`src/trc_defs.svh`:
```
// Constants for the tag reader command controller.
`ifndef TRC_DEFS_SVH
`define TRC_DEFS_SVH
`define TRC_CLK_HZ 50000000
`define TRC_DIV(b) ((`TRC_CLK_HZ) / (b))
`define TRC_BAUD_DEF 9600
`define TRC_BAUD_00 2400
`define TRC_BAUD_01 9600
`define TRC_BAUD_10 19200
`define TRC_BAUD_11 57600
`define TRC_IND_MS 30
`define TRC_IND_CYC ((`TRC_CLK_HZ / 1000) * `TRC_IND_MS)
`define TRC_DB_MS 10
`define TRC_DB_CYC ((`TRC_CLK_HZ / 1000) * `TRC_DB_MS)
`define TRC_WMAX 16
`define TRC_A_CMD 4'h0
`define TRC_A_STAT 4'h4
`define TRC_A_TAGLO 4'h8
`define TRC_A_TAGHI 4'hc
`define TRC_C_READ 8'h52
`define TRC_C_STOP 8'h53
`define TRC_C_CONT 8'h43
`define TRC_C_CONT2 8'h4d
`define TRC_C_SING 8'h63
`define TRC_C_SING2 8'h6d
`define TRC_C_TOG 8'h78
`define TRC_C_SP 8'h20
`define TRC_C_BEEP 8'h42
`define TRC_C_NOBEEP 8'h62
`define TRC_C_QUIET 8'h51
`define TRC_C_LOUD 8'h71
`define TRC_C_CRLF 8'h3b
`define TRC_C_LFO 8'h3a
`define TRC_C_WRITE 8'h57
`define TRC_CR 8'h0d
`define TRC_LF 8'h0a
`endif

```
`src/trc_pkg.sv`:
```
// Types for the tag reader command controller.
`default_nettype none
package trc_pkg;
  typedef enum logic [2:0] {RD_IDLE = 3'b001, RD_SCAN = 3'b010, RD_TRIG = 3'b100} trc_rd_type;
  typedef enum logic [4:0] {
    M_NONE = 5'b00001, M_RDY = 5'b00010, M_LOOK = 5'b00100, M_TAG = 5'b01000, M_NOID = 5'b10000
  } trc_msg_type;
  typedef struct packed {
    logic cont;
    logic beep;
    logic quiet;
    logic lf_only;
    logic led_en;
    logic disp_en;
  } trc_cfg_type;
  typedef struct packed {
    logic valid;
    logic [39:0] id;
  } trc_tag_type;
endpackage
`default_nettype wire

```
`src/trc_uart_tx.sv`:
```
// Serial transmitter, 8 data bits, no parity, one stop bit.
`default_nettype none
module trc_uart_tx #(
  parameter int DW = 16
) (
  input wire logic aclk, // clock
  input wire logic aresetn, // sync reset
  input wire logic [DW-1:0] div, // clocks per bit
  input wire logic valid, // byte offered
  input wire logic [7:0] data, // byte
  output logic ready, // idle, byte taken
  output logic txd // serial out
);
  logic [9:0] sh_q;
  logic [3:0] n_q;
  logic [DW-1:0] c_q;
  assign ready = (n_q == 4'h0);
  assign txd = sh_q[0];
  always_ff @(posedge aclk) begin
    if (!aresetn) begin
      sh_q <= 10'h3ff;
      n_q <= 4'h0;
      c_q <= '0;
    end else if (n_q == 4'h0) begin
      if (valid) begin
        sh_q <= {1'b1, data, 1'b0};
        n_q <= 4'ha;
        c_q <= div - 1'b1;
      end
    end else if (c_q == '0) begin
      sh_q <= {1'b1, sh_q[9:1]};
      n_q <= n_q - 1'b1;
      c_q <= div - 1'b1;
    end else begin
      c_q <= c_q - 1'b1;
    end
  end
endmodule // trc_uart_tx
`default_nettype wire

```
`src/trc_uart_rx.sv`:
```
// Serial receiver, 8 data bits, no parity, one stop bit.
`default_nettype none
module trc_uart_rx #(
  parameter int DW = 16
) (
  input wire logic aclk, // clock
  input wire logic aresetn, // sync reset
  input wire logic [DW-1:0] div, // clocks per bit
  input wire logic rxd, // serial in, asynchronous
  output logic valid, // one-cycle byte pulse
  output logic [7:0] data // received byte
);
  logic s1_q, s2_q, v_q;
  logic [7:0] sh_q, d_q;
  logic [3:0] n_q;
  logic [DW-1:0] c_q;
  assign valid = v_q;
  assign data = d_q;
  always_ff @(posedge aclk) begin
    if (!aresetn) begin
      s1_q <= 1'b1;
      s2_q <= 1'b1;
    end else begin
      s1_q <= rxd;
      s2_q <= s1_q;
    end
  end
  always_ff @(posedge aclk) begin
    if (!aresetn) begin
      n_q <= 4'h0;
      c_q <= '0;
      sh_q <= 8'h00;
      d_q <= 8'h00;
      v_q <= 1'b0;
    end else begin
      v_q <= 1'b0;
      if (n_q == 4'h0) begin
        if (!s2_q) begin
          n_q <= 4'ha;
          c_q <= div >> 1;
        end
      end else if (c_q != '0) begin
        c_q <= c_q - 1'b1;
      end else if (n_q == 4'ha && s2_q) begin
        n_q <= 4'h0;
      end else if (n_q == 4'h1) begin
        v_q <= s2_q;
        d_q <= sh_q;
        n_q <= 4'h0;
      end else begin
        if (n_q != 4'ha) begin
          sh_q <= {s2_q, sh_q[7:1]};
        end
        n_q <= n_q - 1'b1;
        c_q <= div - 1'b1;
      end
    end
  end
endmodule // trc_uart_rx
`default_nettype wire

```
`src/trc_ctrl.sv`:
```
// Tag reader serial command controller with trigger, indicator, display and register port.
// Operation
// - Serial link defaults to 9600 baud, 8 data bits, no parity, one stop.
// - Every outgoing message and tag line ends in carriage return, line feed; the code sends line feed alone once LF-only is selected.
// - Send ready prompt after power-on and looking prompt whenever scanning starts.
// - Single-character commands act at once; display write waits for its terminator.
// - Read command starts looking for tags; stop command ends looking.
// - Continuous-enable commands keep scanning after each found tag; indicator flashes per read.
// - Continuous-disable commands make scanning end after one valid tag or stop.
// - Space or toggle command switches between reading and stopped.
// - Beep-enable and beep-disable commands switch beeps and are stored.
// - Prompt-suppress stops prompts but not tag lines; matching command resumes; stored.
// - Two stored commands select CR plus LF or LF only terminators.
// - Every stored command writes its new setting to configuration memory.
// - Display write forwards up to 16 characters; seventeenth or control ends it.
// - Trigger asserted in continuous mode forces a single read.
// - Reading lasts as long as the trigger stays asserted.
// - Tag found under trigger stops antenna drive and sends the result.
// - Trigger released before a tag ends the read with no-identifier message.
// - Triggered results and no-tag messages go to serial port and display; under prompt-suppress the no-tag message skips the serial port.
// - New triggered read needs release and re-press, or the read command.
// - Read indicator idles high and goes low 30 ms per valid read.
// - Continuous switch selects continuous or single read at power-on.
// - Two baud switches select 2400, 9600, 19200 or 57600 at power-on.
// - Beep switch enables or disables the beeper at power-on.
// - LED switch enables or disables the read LED at power-on.
//
// The implementer's own choices: the AXI4-Lite interface to the registers and the placing of the registers.
`include "trc_defs.svh"
`default_nettype none
module trc_ctrl import trc_pkg::*; #(
  parameter int IND_CYC = `TRC_IND_CYC,
  parameter int DB_CYC = `TRC_DB_CYC
) (
  input wire logic aclk, // clock, 50 MHz
  input wire logic aresetn, // sync reset
  input wire logic rxd, // serial in from host
  output logic txd, // serial out to host
  input wire logic trigger_n_in, // push-button, low pressed
  input wire trc_tag_type tag_in, // decoded tag from front end
  input wire logic continuous_default_switch, // power-on continuous
  input wire logic beep_default_switch, // power-on beep
  input wire logic baud_select_lo_switch, // baud select low
  input wire logic baud_select_hi_switch, // baud select high
  input wire logic display_present_switch, // display fitted
  input wire logic led_enable_switch, // power-on LED enable
  output logic antenna_on, // antenna drive
  output logic read_indicator_out, // read pulse, low active
  output logic led_out, // read LED
  output logic beep_out, // beep pulse
  output logic persist_wr, // configuration store pulse
  output trc_cfg_type persistent_setting, // configuration to store
  output logic disp_load, // display frame pulse
  output logic [127:0] disp_text, // display frame
  input wire logic [3:0] awaddr, // AXI write address
  input wire logic awvalid, // AXI
  output logic awready, // AXI
  input wire logic [31:0] wdata, // AXI
  input wire logic [3:0] wstrb, // AXI
  input wire logic wvalid, // AXI
  output logic wready, // AXI
  output logic [1:0] bresp, // AXI
  output logic bvalid, // AXI
  input wire logic bready, // AXI
  input wire logic [3:0] araddr, // AXI read address
  input wire logic arvalid, // AXI
  output logic arready, // AXI
  output logic [31:0] rdata, // AXI
  output logic [1:0] rresp, // AXI
  output logic rvalid, // AXI
  input wire logic rready // AXI
);
  localparam int DBW = $clog2(DB_CYC);
  localparam int INW = $clog2(IND_CYC);
  localparam logic [39:0] S_RDY = "READY";
  localparam logic [55:0] S_LOOK = "LOOKING";
  localparam logic [87:0] S_NOID = "NO ID FOUND";
  logic [6:0] sy1_q, sy2_q;
  logic [1:0] por_q;
  logic running, trig_s, trig_q, flip, trig_rise, trig_fall;
  logic [DBW-1:0] db_cnt_q;
  trc_cfg_type cfg_q;
  logic [15:0] div_q;
  logic persist_wr_q, rx_v, tx_rdy, tx_v, fire, last, take, start, wflush;
  logic [7:0] rx_d, tx_ch, cmd_ch, bus_ch_q;
  logic cmd_v, bus_cmd_q, wmode_q;
  logic [4:0] wcnt_q, idx_q;
  logic [7:0] wbuf_q [`TRC_WMAX];
  trc_rd_type rd_q, rd_d;
  logic [3:0] pend_q, pset, pclr;
  trc_msg_type msg_q, nsel;
  logic [39:0] tag_q, mtag_q;
  logic ind_n_q, beep_q, dload_q;
  logic [INW-1:0] ind_cnt_q;
  logic [127:0] dtext_q, wframe;
  logic wr_go, bvalid_q, rvalid_q;
  logic [1:0] bresp_q, rresp_q;
  logic [31:0] rdata_q;

  function automatic logic [4:0] blen(trc_msg_type m);
    case (m)
      M_RDY: return 5'd5;
      M_LOOK: return 5'd7;
      M_TAG: return 5'd10;
      M_NOID: return 5'd11;
      default: return 5'd0;
    endcase
  endfunction

  function automatic logic [7:0] bch(trc_msg_type m, logic [4:0] i, logic [39:0] t);
    int j;
    logic [3:0] n;
    j = int'(i);
    n = t[4*(9-j) +: 4];
    case (m)
      M_RDY: return S_RDY[8*(4-j) +: 8];
      M_LOOK: return S_LOOK[8*(6-j) +: 8];
      M_NOID: return S_NOID[8*(10-j) +: 8];
      M_TAG: return (n < 4'ha) ? (8'h30 + {4'h0, n}) : (8'h37 + {4'h0, n});
      default: return 8'h20;
    endcase
  endfunction

  function automatic logic [127:0] frame(trc_msg_type m, logic [39:0] t);
    logic [127:0] f;
    f = '0;
    for (int k = 0; k < 16; k++) begin
      f[127-8*k -: 8] = (5'(k) < blen(m)) ? bch(m, 5'(k), t) : 8'h20;
    end
    return f;
  endfunction

  // Trigger and switch pins pass two flip-flops before any logic reads them.
  always_ff @(posedge aclk) begin
    if (!aresetn) begin
      sy1_q <= 7'h40;
      sy2_q <= 7'h40;
    end else begin
      sy1_q <= {trigger_n_in, continuous_default_switch, beep_default_switch, baud_select_lo_switch,
                baud_select_hi_switch, display_present_switch, led_enable_switch};
      sy2_q <= sy1_q;
    end
  end
  assign trig_s = ~sy2_q[6];
  assign running = (por_q == 2'd3);

  // The pressed level must stay stable for the whole window before it is believed.
  assign flip = (trig_s != trig_q) && (db_cnt_q == DBW'(DB_CYC - 1));
  assign trig_rise = flip & trig_s;
  assign trig_fall = flip & ~trig_s;
  always_ff @(posedge aclk) begin
    if (!aresetn) begin
      db_cnt_q <= '0;
      trig_q <= 1'b0;
    end else if (trig_s == trig_q) begin
      db_cnt_q <= '0;
    end else if (flip) begin
      trig_q <= trig_s;
      db_cnt_q <= '0;
    end else begin
      db_cnt_q <= db_cnt_q + 1'b1;
    end
  end

  assign cmd_v = running & (rx_v | bus_cmd_q);
  assign cmd_ch = rx_v ? rx_d : bus_ch_q;

  // Switches are caught once, on the third edge after reset release, when the synchronisers hold them.
  always_ff @(posedge aclk) begin
    if (!aresetn) begin
      por_q <= 2'd0;
      cfg_q <= '0;
      div_q <= 16'(`TRC_DIV(`TRC_BAUD_DEF));
      persist_wr_q <= 1'b0;
    end else begin
      persist_wr_q <= 1'b0;
      if (!running) begin
        por_q <= por_q + 2'd1;
      end
      if (por_q == 2'd2) begin
        cfg_q <= '{cont: sy2_q[5], beep: sy2_q[4], quiet: 1'b0, lf_only: 1'b0,
                   led_en: sy2_q[0], disp_en: sy2_q[1]};
        case ({sy2_q[2], sy2_q[3]})
          2'b00: div_q <= 16'(`TRC_DIV(`TRC_BAUD_00));
          2'b01: div_q <= 16'(`TRC_DIV(`TRC_BAUD_01));
          2'b10: div_q <= 16'(`TRC_DIV(`TRC_BAUD_10));
          default: div_q <= 16'(`TRC_DIV(`TRC_BAUD_11));
        endcase
      end else if (cmd_v && !wmode_q) begin
        case (cmd_ch)
          `TRC_C_CONT, `TRC_C_CONT2: cfg_q.cont <= 1'b1;
          `TRC_C_SING, `TRC_C_SING2: cfg_q.cont <= 1'b0;
          `TRC_C_BEEP, `TRC_C_NOBEEP: begin
            cfg_q.beep <= (cmd_ch == `TRC_C_BEEP);
            persist_wr_q <= 1'b1;
          end
          `TRC_C_QUIET, `TRC_C_LOUD: begin
            cfg_q.quiet <= (cmd_ch == `TRC_C_QUIET);
            persist_wr_q <= 1'b1;
          end
          `TRC_C_CRLF, `TRC_C_LFO: begin
            cfg_q.lf_only <= (cmd_ch == `TRC_C_LFO);
            persist_wr_q <= 1'b1;
          end
          default: ;
        endcase
      end
    end
  end

  // Display write gathers text and releases it at a control character or when a seventeenth character arrives.
  assign wflush = cmd_v & wmode_q & ((cmd_ch < 8'h20) | (wcnt_q == 5'(`TRC_WMAX)));
  always_comb begin
    wframe = '0;
    for (int k = 0; k < `TRC_WMAX; k++) begin
      wframe[127-8*k -: 8] = (5'(k) < wcnt_q) ? wbuf_q[k] : 8'h20;
    end
  end
  always_ff @(posedge aclk) begin
    if (!aresetn) begin
      wmode_q <= 1'b0;
      wcnt_q <= 5'd0;
      for (int k = 0; k < `TRC_WMAX; k++) begin
        wbuf_q[k] <= 8'h20;
      end
    end else if (cmd_v) begin
      if (!wmode_q && cmd_ch == `TRC_C_WRITE) begin
        wmode_q <= 1'b1;
        wcnt_q <= 5'd0;
      end else if (wflush) begin
        wmode_q <= 1'b0;
      end else if (wmode_q) begin
        wbuf_q[wcnt_q[3:0]] <= cmd_ch;
        wcnt_q <= wcnt_q + 5'd1;
      end
    end
  end

  // Read mode: commands come last so they override trigger and tag events, except that continuous-enable leaves a trigger start alone.
  always_comb begin
    rd_d = rd_q;
    pset = 4'b0000;
    take = 1'b0;
    if (por_q == 2'd2) begin
      rd_d = RD_SCAN;
      pset = 4'b0011;
    end
    if (running) begin
      case (rd_q)
        RD_IDLE: if (trig_rise) begin
          rd_d = RD_TRIG;
          pset[1] = 1'b1;
        end
        RD_SCAN: if (trig_rise) begin
          rd_d = RD_TRIG;
          pset[1] = 1'b1;
        end else if (tag_in.valid) begin
          take = 1'b1;
          pset[2] = 1'b1;
          if (!cfg_q.cont) begin
            rd_d = RD_IDLE;
          end
        end
        RD_TRIG: if (tag_in.valid) begin
          take = 1'b1;
          pset[2] = 1'b1;
          rd_d = RD_IDLE;
        end else if (trig_fall) begin
          rd_d = RD_IDLE;
          pset[3] = 1'b1;
        end
        default: rd_d = RD_IDLE;
      endcase
      if (cmd_v && !wmode_q) begin
        case (cmd_ch)
          `TRC_C_READ: begin
            rd_d = RD_SCAN;
            pset[1] = 1'b1;
          end
          `TRC_C_STOP: rd_d = RD_IDLE;
          `TRC_C_CONT, `TRC_C_CONT2: if (rd_d != RD_TRIG) begin
            rd_d = RD_SCAN;
            pset[1] = 1'b1;
          end
          `TRC_C_TOG, `TRC_C_SP: begin
            rd_d = (rd_q == RD_IDLE) ? RD_SCAN : RD_IDLE;
            pset[1] = (rd_q == RD_IDLE);
          end
          default: ;
        endcase
      end
    end
  end

  always_comb begin
    pclr = 4'b0000;
    nsel = M_NONE;
    if (msg_q == M_NONE) begin
      if (pend_q[0]) begin
        pclr[0] = 1'b1;
        nsel = M_RDY;
      end else if (pend_q[1]) begin
        pclr[1] = 1'b1;
        nsel = M_LOOK;
      end else if (pend_q[2]) begin
        pclr[2] = 1'b1;
        nsel = M_TAG;
      end else if (pend_q[3]) begin
        pclr[3] = 1'b1;
        nsel = M_NOID;
      end
    end
  end
  assign start = (nsel != M_NONE);

  always_ff @(posedge aclk) begin
    if (!aresetn) begin
      rd_q <= RD_IDLE;
      pend_q <= 4'b0000;
      tag_q <= '0;
    end else begin
      rd_q <= rd_d;
      pend_q <= (pend_q & ~pclr) | pset;
      if (take) begin
        tag_q <= tag_in.id;
      end
    end
  end

  // Serial message sender; prompts are dropped when quiet but still reach the display.
  assign tx_v = (msg_q != M_NONE);
  assign fire = tx_v & tx_rdy;
  assign last = (idx_q == blen(msg_q) + 5'd1) || (cfg_q.lf_only && idx_q == blen(msg_q));
  always_comb begin
    if (idx_q < blen(msg_q)) begin
      tx_ch = bch(msg_q, idx_q, mtag_q);
    end else if (idx_q == blen(msg_q) && !cfg_q.lf_only) begin
      tx_ch = `TRC_CR;
    end else begin
      tx_ch = `TRC_LF;
    end
  end
  always_ff @(posedge aclk) begin
    if (!aresetn) begin
      msg_q <= M_NONE;
      idx_q <= 5'd0;
      mtag_q <= '0;
    end else if (fire) begin
      idx_q <= last ? 5'd0 : idx_q + 5'd1;
      if (last) begin
        msg_q <= M_NONE;
      end
    end else if (start) begin
      msg_q <= (cfg_q.quiet && nsel != M_TAG) ? M_NONE : nsel;
      idx_q <= 5'd0;
      mtag_q <= tag_q;
    end
  end

  always_ff @(posedge aclk) begin
    if (!aresetn) begin
      dload_q <= 1'b0;
      dtext_q <= '0;
      beep_q <= 1'b0;
    end else begin
      dload_q <= 1'b0;
      beep_q <= cfg_q.beep & (take | start);
      if (start && cfg_q.disp_en) begin
        dtext_q <= frame(nsel, tag_q);
        dload_q <= 1'b1;
      end else if (wflush && cfg_q.disp_en) begin
        dtext_q <= wframe;
        dload_q <= 1'b1;
      end
    end
  end

  always_ff @(posedge aclk) begin
    if (!aresetn) begin
      ind_n_q <= 1'b1;
      ind_cnt_q <= '0;
    end else if (take) begin
      ind_n_q <= 1'b0;
      ind_cnt_q <= INW'(IND_CYC - 1);
    end else if (ind_cnt_q != '0) begin
      ind_cnt_q <= ind_cnt_q - 1'b1;
    end else begin
      ind_n_q <= 1'b1;
    end
  end

  trc_uart_rx #(.DW(16)) u_rx (
    .aclk(aclk), .aresetn(aresetn), .div(div_q), .rxd(rxd), .valid(rx_v), .data(rx_d)
  );
  trc_uart_tx #(.DW(16)) u_tx (
    .aclk(aclk), .aresetn(aresetn), .div(div_q), .valid(tx_v), .data(tx_ch), .ready(tx_rdy), .txd(txd)
  );

  // Register slave; a bus command waits while a serial byte has the command path.
  assign wr_go = awvalid & wvalid & ~bvalid_q;
  always_ff @(posedge aclk) begin
    if (!aresetn) begin
      bvalid_q <= 1'b0;
      bresp_q <= 2'b00;
      bus_cmd_q <= 1'b0;
      bus_ch_q <= 8'h00;
    end else begin
      if (bus_cmd_q && running && !rx_v) begin
        bus_cmd_q <= 1'b0;
      end
      if (wr_go) begin
        bvalid_q <= 1'b1;
        bresp_q <= (awaddr[1:0] == 2'b00) ? 2'b00 : 2'b11;
        if (awaddr == `TRC_A_CMD && wstrb[0]) begin
          bus_cmd_q <= 1'b1;
          bus_ch_q <= wdata[7:0];
        end
      end else if (bvalid_q && bready) begin
        bvalid_q <= 1'b0;
      end
    end
  end
  always_ff @(posedge aclk) begin
    if (!aresetn) begin
      rvalid_q <= 1'b0;
      rresp_q <= 2'b00;
      rdata_q <= '0;
    end else if (arvalid && !rvalid_q) begin
      rvalid_q <= 1'b1;
      rresp_q <= 2'b00;
      case (araddr)
        `TRC_A_CMD: rdata_q <= '0;
        `TRC_A_STAT: rdata_q <= {20'h00000, rd_q, tx_v, trig_q, wmode_q, cfg_q};
        `TRC_A_TAGLO: rdata_q <= tag_q[31:0];
        `TRC_A_TAGHI: rdata_q <= {24'h000000, tag_q[39:32]};
        default: begin
          rdata_q <= '0;
          rresp_q <= 2'b11;
        end
      endcase
    end else if (rvalid_q && rready) begin
      rvalid_q <= 1'b0;
    end
  end

  assign awready = wr_go;
  assign wready = wr_go;
  assign bvalid = bvalid_q;
  assign bresp = bresp_q;
  assign arready = ~rvalid_q;
  assign rvalid = rvalid_q;
  assign rresp = rresp_q;
  assign rdata = rdata_q;
  assign antenna_on = (rd_q != RD_IDLE);
  assign read_indicator_out = ind_n_q;
  assign led_out = cfg_q.led_en & ~ind_n_q;
  assign beep_out = beep_q;
  assign persist_wr = persist_wr_q;
  assign persistent_setting = cfg_q;
  assign disp_load = dload_q;
  assign disp_text = dtext_q;
endmodule // trc_ctrl
`default_nettype wire

```
`config.mk`:
```
export PLATFORM = sky130hd
export DESIGN_NAME = trc_ctrl
export DESIGN_NICKNAME = d
export VERILOG_FILES = /design/src/trc_pkg.sv /design/src/trc_uart_tx.sv /design/src/trc_uart_rx.sv /design/src/trc_ctrl.sv
export VERILOG_INCLUDE_DIRS = /design/src
export SDC_FILE = /design/constraint.sdc
export NUM_CORES = 1
export LEC_CHECK = 0
export BUFFER_PORTS_ARGS = -buffer_cell sky130_fd_sc_hd__buf_2
export CELL_PAD_IN_SITES_DETAIL_PLACEMENT = 1
export CELL_PAD_IN_SITES_GLOBAL_PLACEMENT = 1
export CORE_MARGIN = 4
export CORE_UTILIZATION = 45
export CTS_BUF_LIST = sky130_fd_sc_hd__clkbuf_16
export CTS_CLUSTER_DIAMETER = 60
export DETAILED_ROUTE_END_ITERATION = 8
export PLACE_DENSITY_LB_ADDON = 0.1
export SYNTH_ARGS = -nofsm -noshare
export SYNTH_HDL_FRONTEND = slang
export SYNTH_SLANG_ARGS = --single-unit
export TNS_END_PERCENT = 30
```
`constraint.sdc`:
```
create_clock -name aclk -period 3.8 [get_ports aclk]
set_input_delay 0.38 -clock aclk [delete_from_list [all_inputs] [get_ports aclk]]
set_output_delay 0.38 -clock aclk [all_outputs]
set_load 0.1 [all_outputs]
```
-- After elaboration in Yosys (flattened, before gate mapping)
Memory sizes are Yosys's and may differ from the RTL's.
Index checks and enable logic that the tools add are counted.
- flip-flop bits (word level): 430
- memories: 1
- memory bits (writable): 128
- logic and storage cells: 465
- output and inout port bits: 182
- bits of input ports: 100
- memories (memory ; depth ; width ; rd ports ; clocked after Yosys merged registers in ; wr ports ; RTL line ; source):
    wbuf_q ; 16 ; 8 ; 16 ; 0 ; 16 ; trc_ctrl.sv:88 ; logic [7:0] wbuf_q [`TRC_WMAX];
- order comparisons: 45
- shifts and indexed selects: 4
- muxes and demuxes: 175
- add/sub/neg operators: 37
- equality and inequality tests: 57
- bitwise gates (word level): 28
- reduce and logical (&&, ||, !) cells: 74
- operators with widths (operator ; number):
    2-to-1 mux 8 bit ; 36
    2-to-1 mux 128 bit ; 2
    adder 6 x 4 -> 7 bit, first input constant ; 22
    2-to-1 mux 16 bit ; 8
    equality test 8 x 7 -> 1 bit, second input constant ; 12
    case mux 32 bit (3 select lines) ; 1
    case mux 8 bit (3 select lines) ; 4
    2-to-1 mux 5 bit ; 18
    indexed part select 88 x 9 -> 8 bit, first input constant ; 1
    case mux 7 bit (4 select lines) ; 3
    < comparator 4 x 5 -> 1 bit, first input constant ; 16
    2-to-1 mux 7 bit ; 11
    case mux 8 bit (4 select lines) ; 2
    indexed part select 56 x 9 -> 8 bit, first input constant ; 1
    2-to-1 mux 4 bit ; 12
    subtractor 16 x 1 -> 16 bit, second input constant ; 3
    case mux 15 bit (3 select lines) ; 1
    < comparator 4 bit, second input constant ; 11
    2-to-1 mux 1 bit ; 42
    2-to-1 mux 21 bit ; 2
    2-to-1 mux 3 bit ; 14
    case mux 7 bit (3 select lines) ; 2
    < comparator 3 x 5 -> 1 bit, first input constant ; 8
    indexed part select 40 x 8 -> 4 bit ; 1
    71 further kinds ; 187

-- Depth between registers and ports, before layout
- depth after elaboration: 14
- gate-level depth with buffers: 13
- gate-level depth less buffers: 12

-- Hierarchy
From an unflattened synthesis, not the netlist that was laid out.
- cell total of the unflattened synthesis: 2994
- area, all modules: 25891.1 um^2
- by module, submodules not included (module ; seq. area each (um^2) ; area each (um^2) ; instances ; cells each):
    trc_ctrl ; 10890.4 ; 21600.7 ; 1 ; 2459
    trc_uart_rx ; 780.7 ; 2393.5 ; 1 ; 282
    trc_uart_tx ; 580.6 ; 1896.8 ; 1 ; 253

-- Worst setup path after synthesis
Ideal clock, no wire load.
- path type: register to output
- start point: register bvalid_q (netlist: bvalid)
- end point: output port wready
- buffers on the path: 1
- cell stages (with the launch flop): 3
- path slack: 0.707 ns
- arrival: 2.713 ns
- data required time: 3.420 ns
- cells stage by stage: dfxtp_1 > nor2_1 > buf_4
- cells in the longest elaborated chain, start to end: 2
- ends and longest elaborated chain (element ; RTL line ; source):
    from (decl) ; trc_ctrl.sv:96 ; logic wr_go, bvalid_q, rvalid_q;
    from (signal assigned) ; trc_ctrl.sv:403 ; bvalid_q <= 1'b0;
    from (signal assigned) ; trc_ctrl.sv:412 ; bvalid_q <= 1'b1;
    from (signal assigned) ; trc_ctrl.sv:419 ; bvalid_q <= 1'b0;
    NOT 1 bit ; trc_ctrl.sv:400 ; assign wr_go = awvalid & wvalid & ~bvalid_q;
    AND 1 bit ; trc_ctrl.sv:400 ;
    to (decl) ; trc_ctrl.sv:61 ; output logic wready,
Every way passes these cells.

==> results.tsv <==
metric	value	unit
drt_wl_total	89000	um
p_leak	11.2	nW
relSlewSlack	29.6	%
netlist_area	25100	um2
period_share	86.5	%
critPathArrivalTime	3.58	ns
setup-violations-final	0	
yosysSeqAreaShare	48.7	%
crit_chain	buf_4, nor3_1, o21ai_0, nand2_1, nor2_1, and3_1, nand2_1, nand2_1	
drc	0	
numCtsBuffers	61	
nets	3280	
cts.sinks	548	
post-place-ws	0.539	ns
ys_async_sr_fraction	0	%
r2r_end	wbuf_q[4][6]	
synth-edff-count	128	
initialDrtViolationCount	1789	
wl_per_cell	22.6	um
clk_pin_slew	0.07	ns
overflow	0	
clk_latency	0.64	ns
syn_inst	2906	
detailed_place_hpwl	61700	um
rsz0062_at_grt	false	
startpoint_type	flop	
yosys-top-cells-count	dfxtp_1, nand2_1, nor2_1	
syn_avg_cell_area	8.65	um2
core_area	55200	um2
worst_pin_slew	1.06	ns
die_x	244	um
synth_nets	3053	
worstHoldPathType	in2reg	
rows	86	
pin_count	282	
critPathKind	reg2reg	
wl_met3	5550	um
required	4.09	ns
areaGrowthSynthToFinish	18.0	%
multi_input_area	11800	um2
status	completed	
pwr_density_cell	584	nW/um2
yosysMostFrequentCell	dfxtp_1	
crit_fanout	8	
synth_cell_types	97	
finalWeightedCongestion	0.903	
dieArea	59700	um2
cts_tree	done	
max_freq	0.304	GHz
power.total	17.3	mW
grt_max_degree	163	
synth_top_area_share	33.4	%
initial_core_util	45.5	%
cap_violations	0	
antenna_found_initial	3	
finalMaxSlewViolations	0	
cp-startpoint	u_rx.valid	
ir_drop	352	uV
setup_ws	0.514	ns
fp.dieH	244	um
dr.pass1.iters	5	
met2_length	41500	um
cp-endpoint	wbuf_q[4][6]	
avgViaCountPerCell	5.87	
crit_slowest_cell	and3_1	
vias	23100	
r2r-start	u_rx.valid	
register_area	12300	um2
regToRegSetupSlack	0.51	ns
ys.flop_type	dfxtp_1	
whs	0.0342	ns
endpoint_kind	flop	
cts_buffer_depth	3	
skew	0.0248	ns
root_buffer	clkbuf_16	
reg2reg_depth	8	
finalCriticalPeriod	3.29	ns
grt_pass1_wl	137000	um
ant_nets	0	
grt_pass1_vias	23500	
globalRouteTotalUtil	28.8	%
port_buffers	254	
cp_common_cell	nand2_1	
cpPeakStageDelay	0.53	ns
yosys.area.top_type	dfxtp_1	
cts-resized-gates	0	
h-tree-depth	2	
yosys_warnings	0	
num-fill-cells	6473	
drive_above_1_share	15.2	%
top_layer	met4	
m1WireLength	38600	um
hold_viol	0	
ys_seq_elements	548	
synthTopCellsByArea	dfxtp_1, edfxtp_1, a21oi_1	
setup_tns	0	ns
## layer usage
layer / global-route usage, % / vias to the layer above
met3: 4.67 / 189
met5: 0 / -
met4: 10.4 / 0
met2: 47.7 / 720
li1: - / 10700
met1: 38.2 / 11500
## worst max-delay path, delay by kind of cell, from the launching register on
| family | cells | cell delay, ns |
|---|---|---|
| AO/OA/AOI/OAI | 1 | 0.46 |
| AND/OR/NAND/NOR | 6 | 1.89 |
| flip-flops | 1 | 0.37 |
| buffers and inverters | 1 | 0.21 |
## cells by family after synthesis
kind of cell	count (synthesis)	synth area share (%)
buffers and inverters	267	4.51
AO/OA/AOI/OAI	715	17.2
XOR/XNOR	65	2.26
AND/OR/NAND/NOR	1197	21.8
adder cells (fa/ha/maj)	47	2.34
flip-flops	548	48.7
multiplexers	67	3.11
## placed cells by master, fill, tap and decap left out, types with 18 or more instances in the layout
cell,count
mux2i_1,43
nand4_1,20
nand3_1,119
inv_1,75
dfxtp_1,420
nor3_1,78
clkbuf_16,64
or3_1,21
nand2b_1,19
edfxtp_1,128
xor2_1,31
dlygate4sd3_1,49
xnor2_1,34
a22oi_1,50
buf_4,59
nor2b_1,22
and2_1,22
o21ai_0,134
a211oi_1,23
nand2_1,394
a21oi_1,316
buf_2,253
nor2_1,384
ha_1,47
nor4_1,18
a31oi_1,29
## metrics by stage
step | utilization (%) | cell area, um2 | std cells
floorplan | - | 25100 | 2906
global placement | 48.9 | 27000 | 3769
detailed placement | 48.9 | 27000 | 3769
CTS | 53.7 | 29700 | 3931
global route | 53.7 | 29700 | 3933
finish | 53.7 | 29700 | 3934
## worst min path at each step
stage                     cells after the start  slack [ns]         to                 startpoint
after floorplan                               1        0.39   sy2_q[6]                   sy1_q[6]
after global placement                        1        0.40  u_rx.s2_q                  u_rx.s1_q
after detailed placement                      1        0.40  u_rx.s2_q                  u_rx.s1_q
after CTS                                     3     0.00006  tag_q[39]                 tag_in[39]
after global routing                          2       0.004   sy1_q[5]  continuous_default_switch
final                                         2        0.03   sy1_q[5]  continuous_default_switch
## flip-flops by register name, summed over array words and instances (netlist names), 6 cells and up
register / flops
disp_text: 128
u_rx.data: 8
u_tx.c_q: 16
u_rx.c_q: 16
db_cnt_q: 19
mtag_q: 40
ind_cnt_q: 21
sy1_q: 7
wbuf_q: 128
bus_ch_q: 8
persistent_setting: 6
u_rx.sh_q: 8
rdata: 32
u_tx.sh_q: 9
tag_q: 40
div_q: 9
sy2_q: 7
## final cells by class
class / count / share of cell area (%)
multi-input combinational: 2091 / 39.9
antenna: 3 / 0.0253
tap: 748 / 3.15
clock inverter: 49 / 1.86
inverter: 69 / 0.898
timing repair buffer: 362 / 7.48
clock buffer: 64 / 5.40
sequential: 548 / 41.3
## repair_timing
action	CTS	global route
endpoints found under the setup margin	0	0
setup buffers	0	0
hold buffers	49	0
endpoints found under the hold margin	49	0
## power breakdown
group | switching, mW | total (mW) | internal, mW
Combinational | 2.81 | 4.24 | 1.43
Clock | 2.55 | 6.35 | 3.80
Sequential | 0.428 | 6.76 | 6.33
No activity file was read; power rests on OpenSTA's default activity.
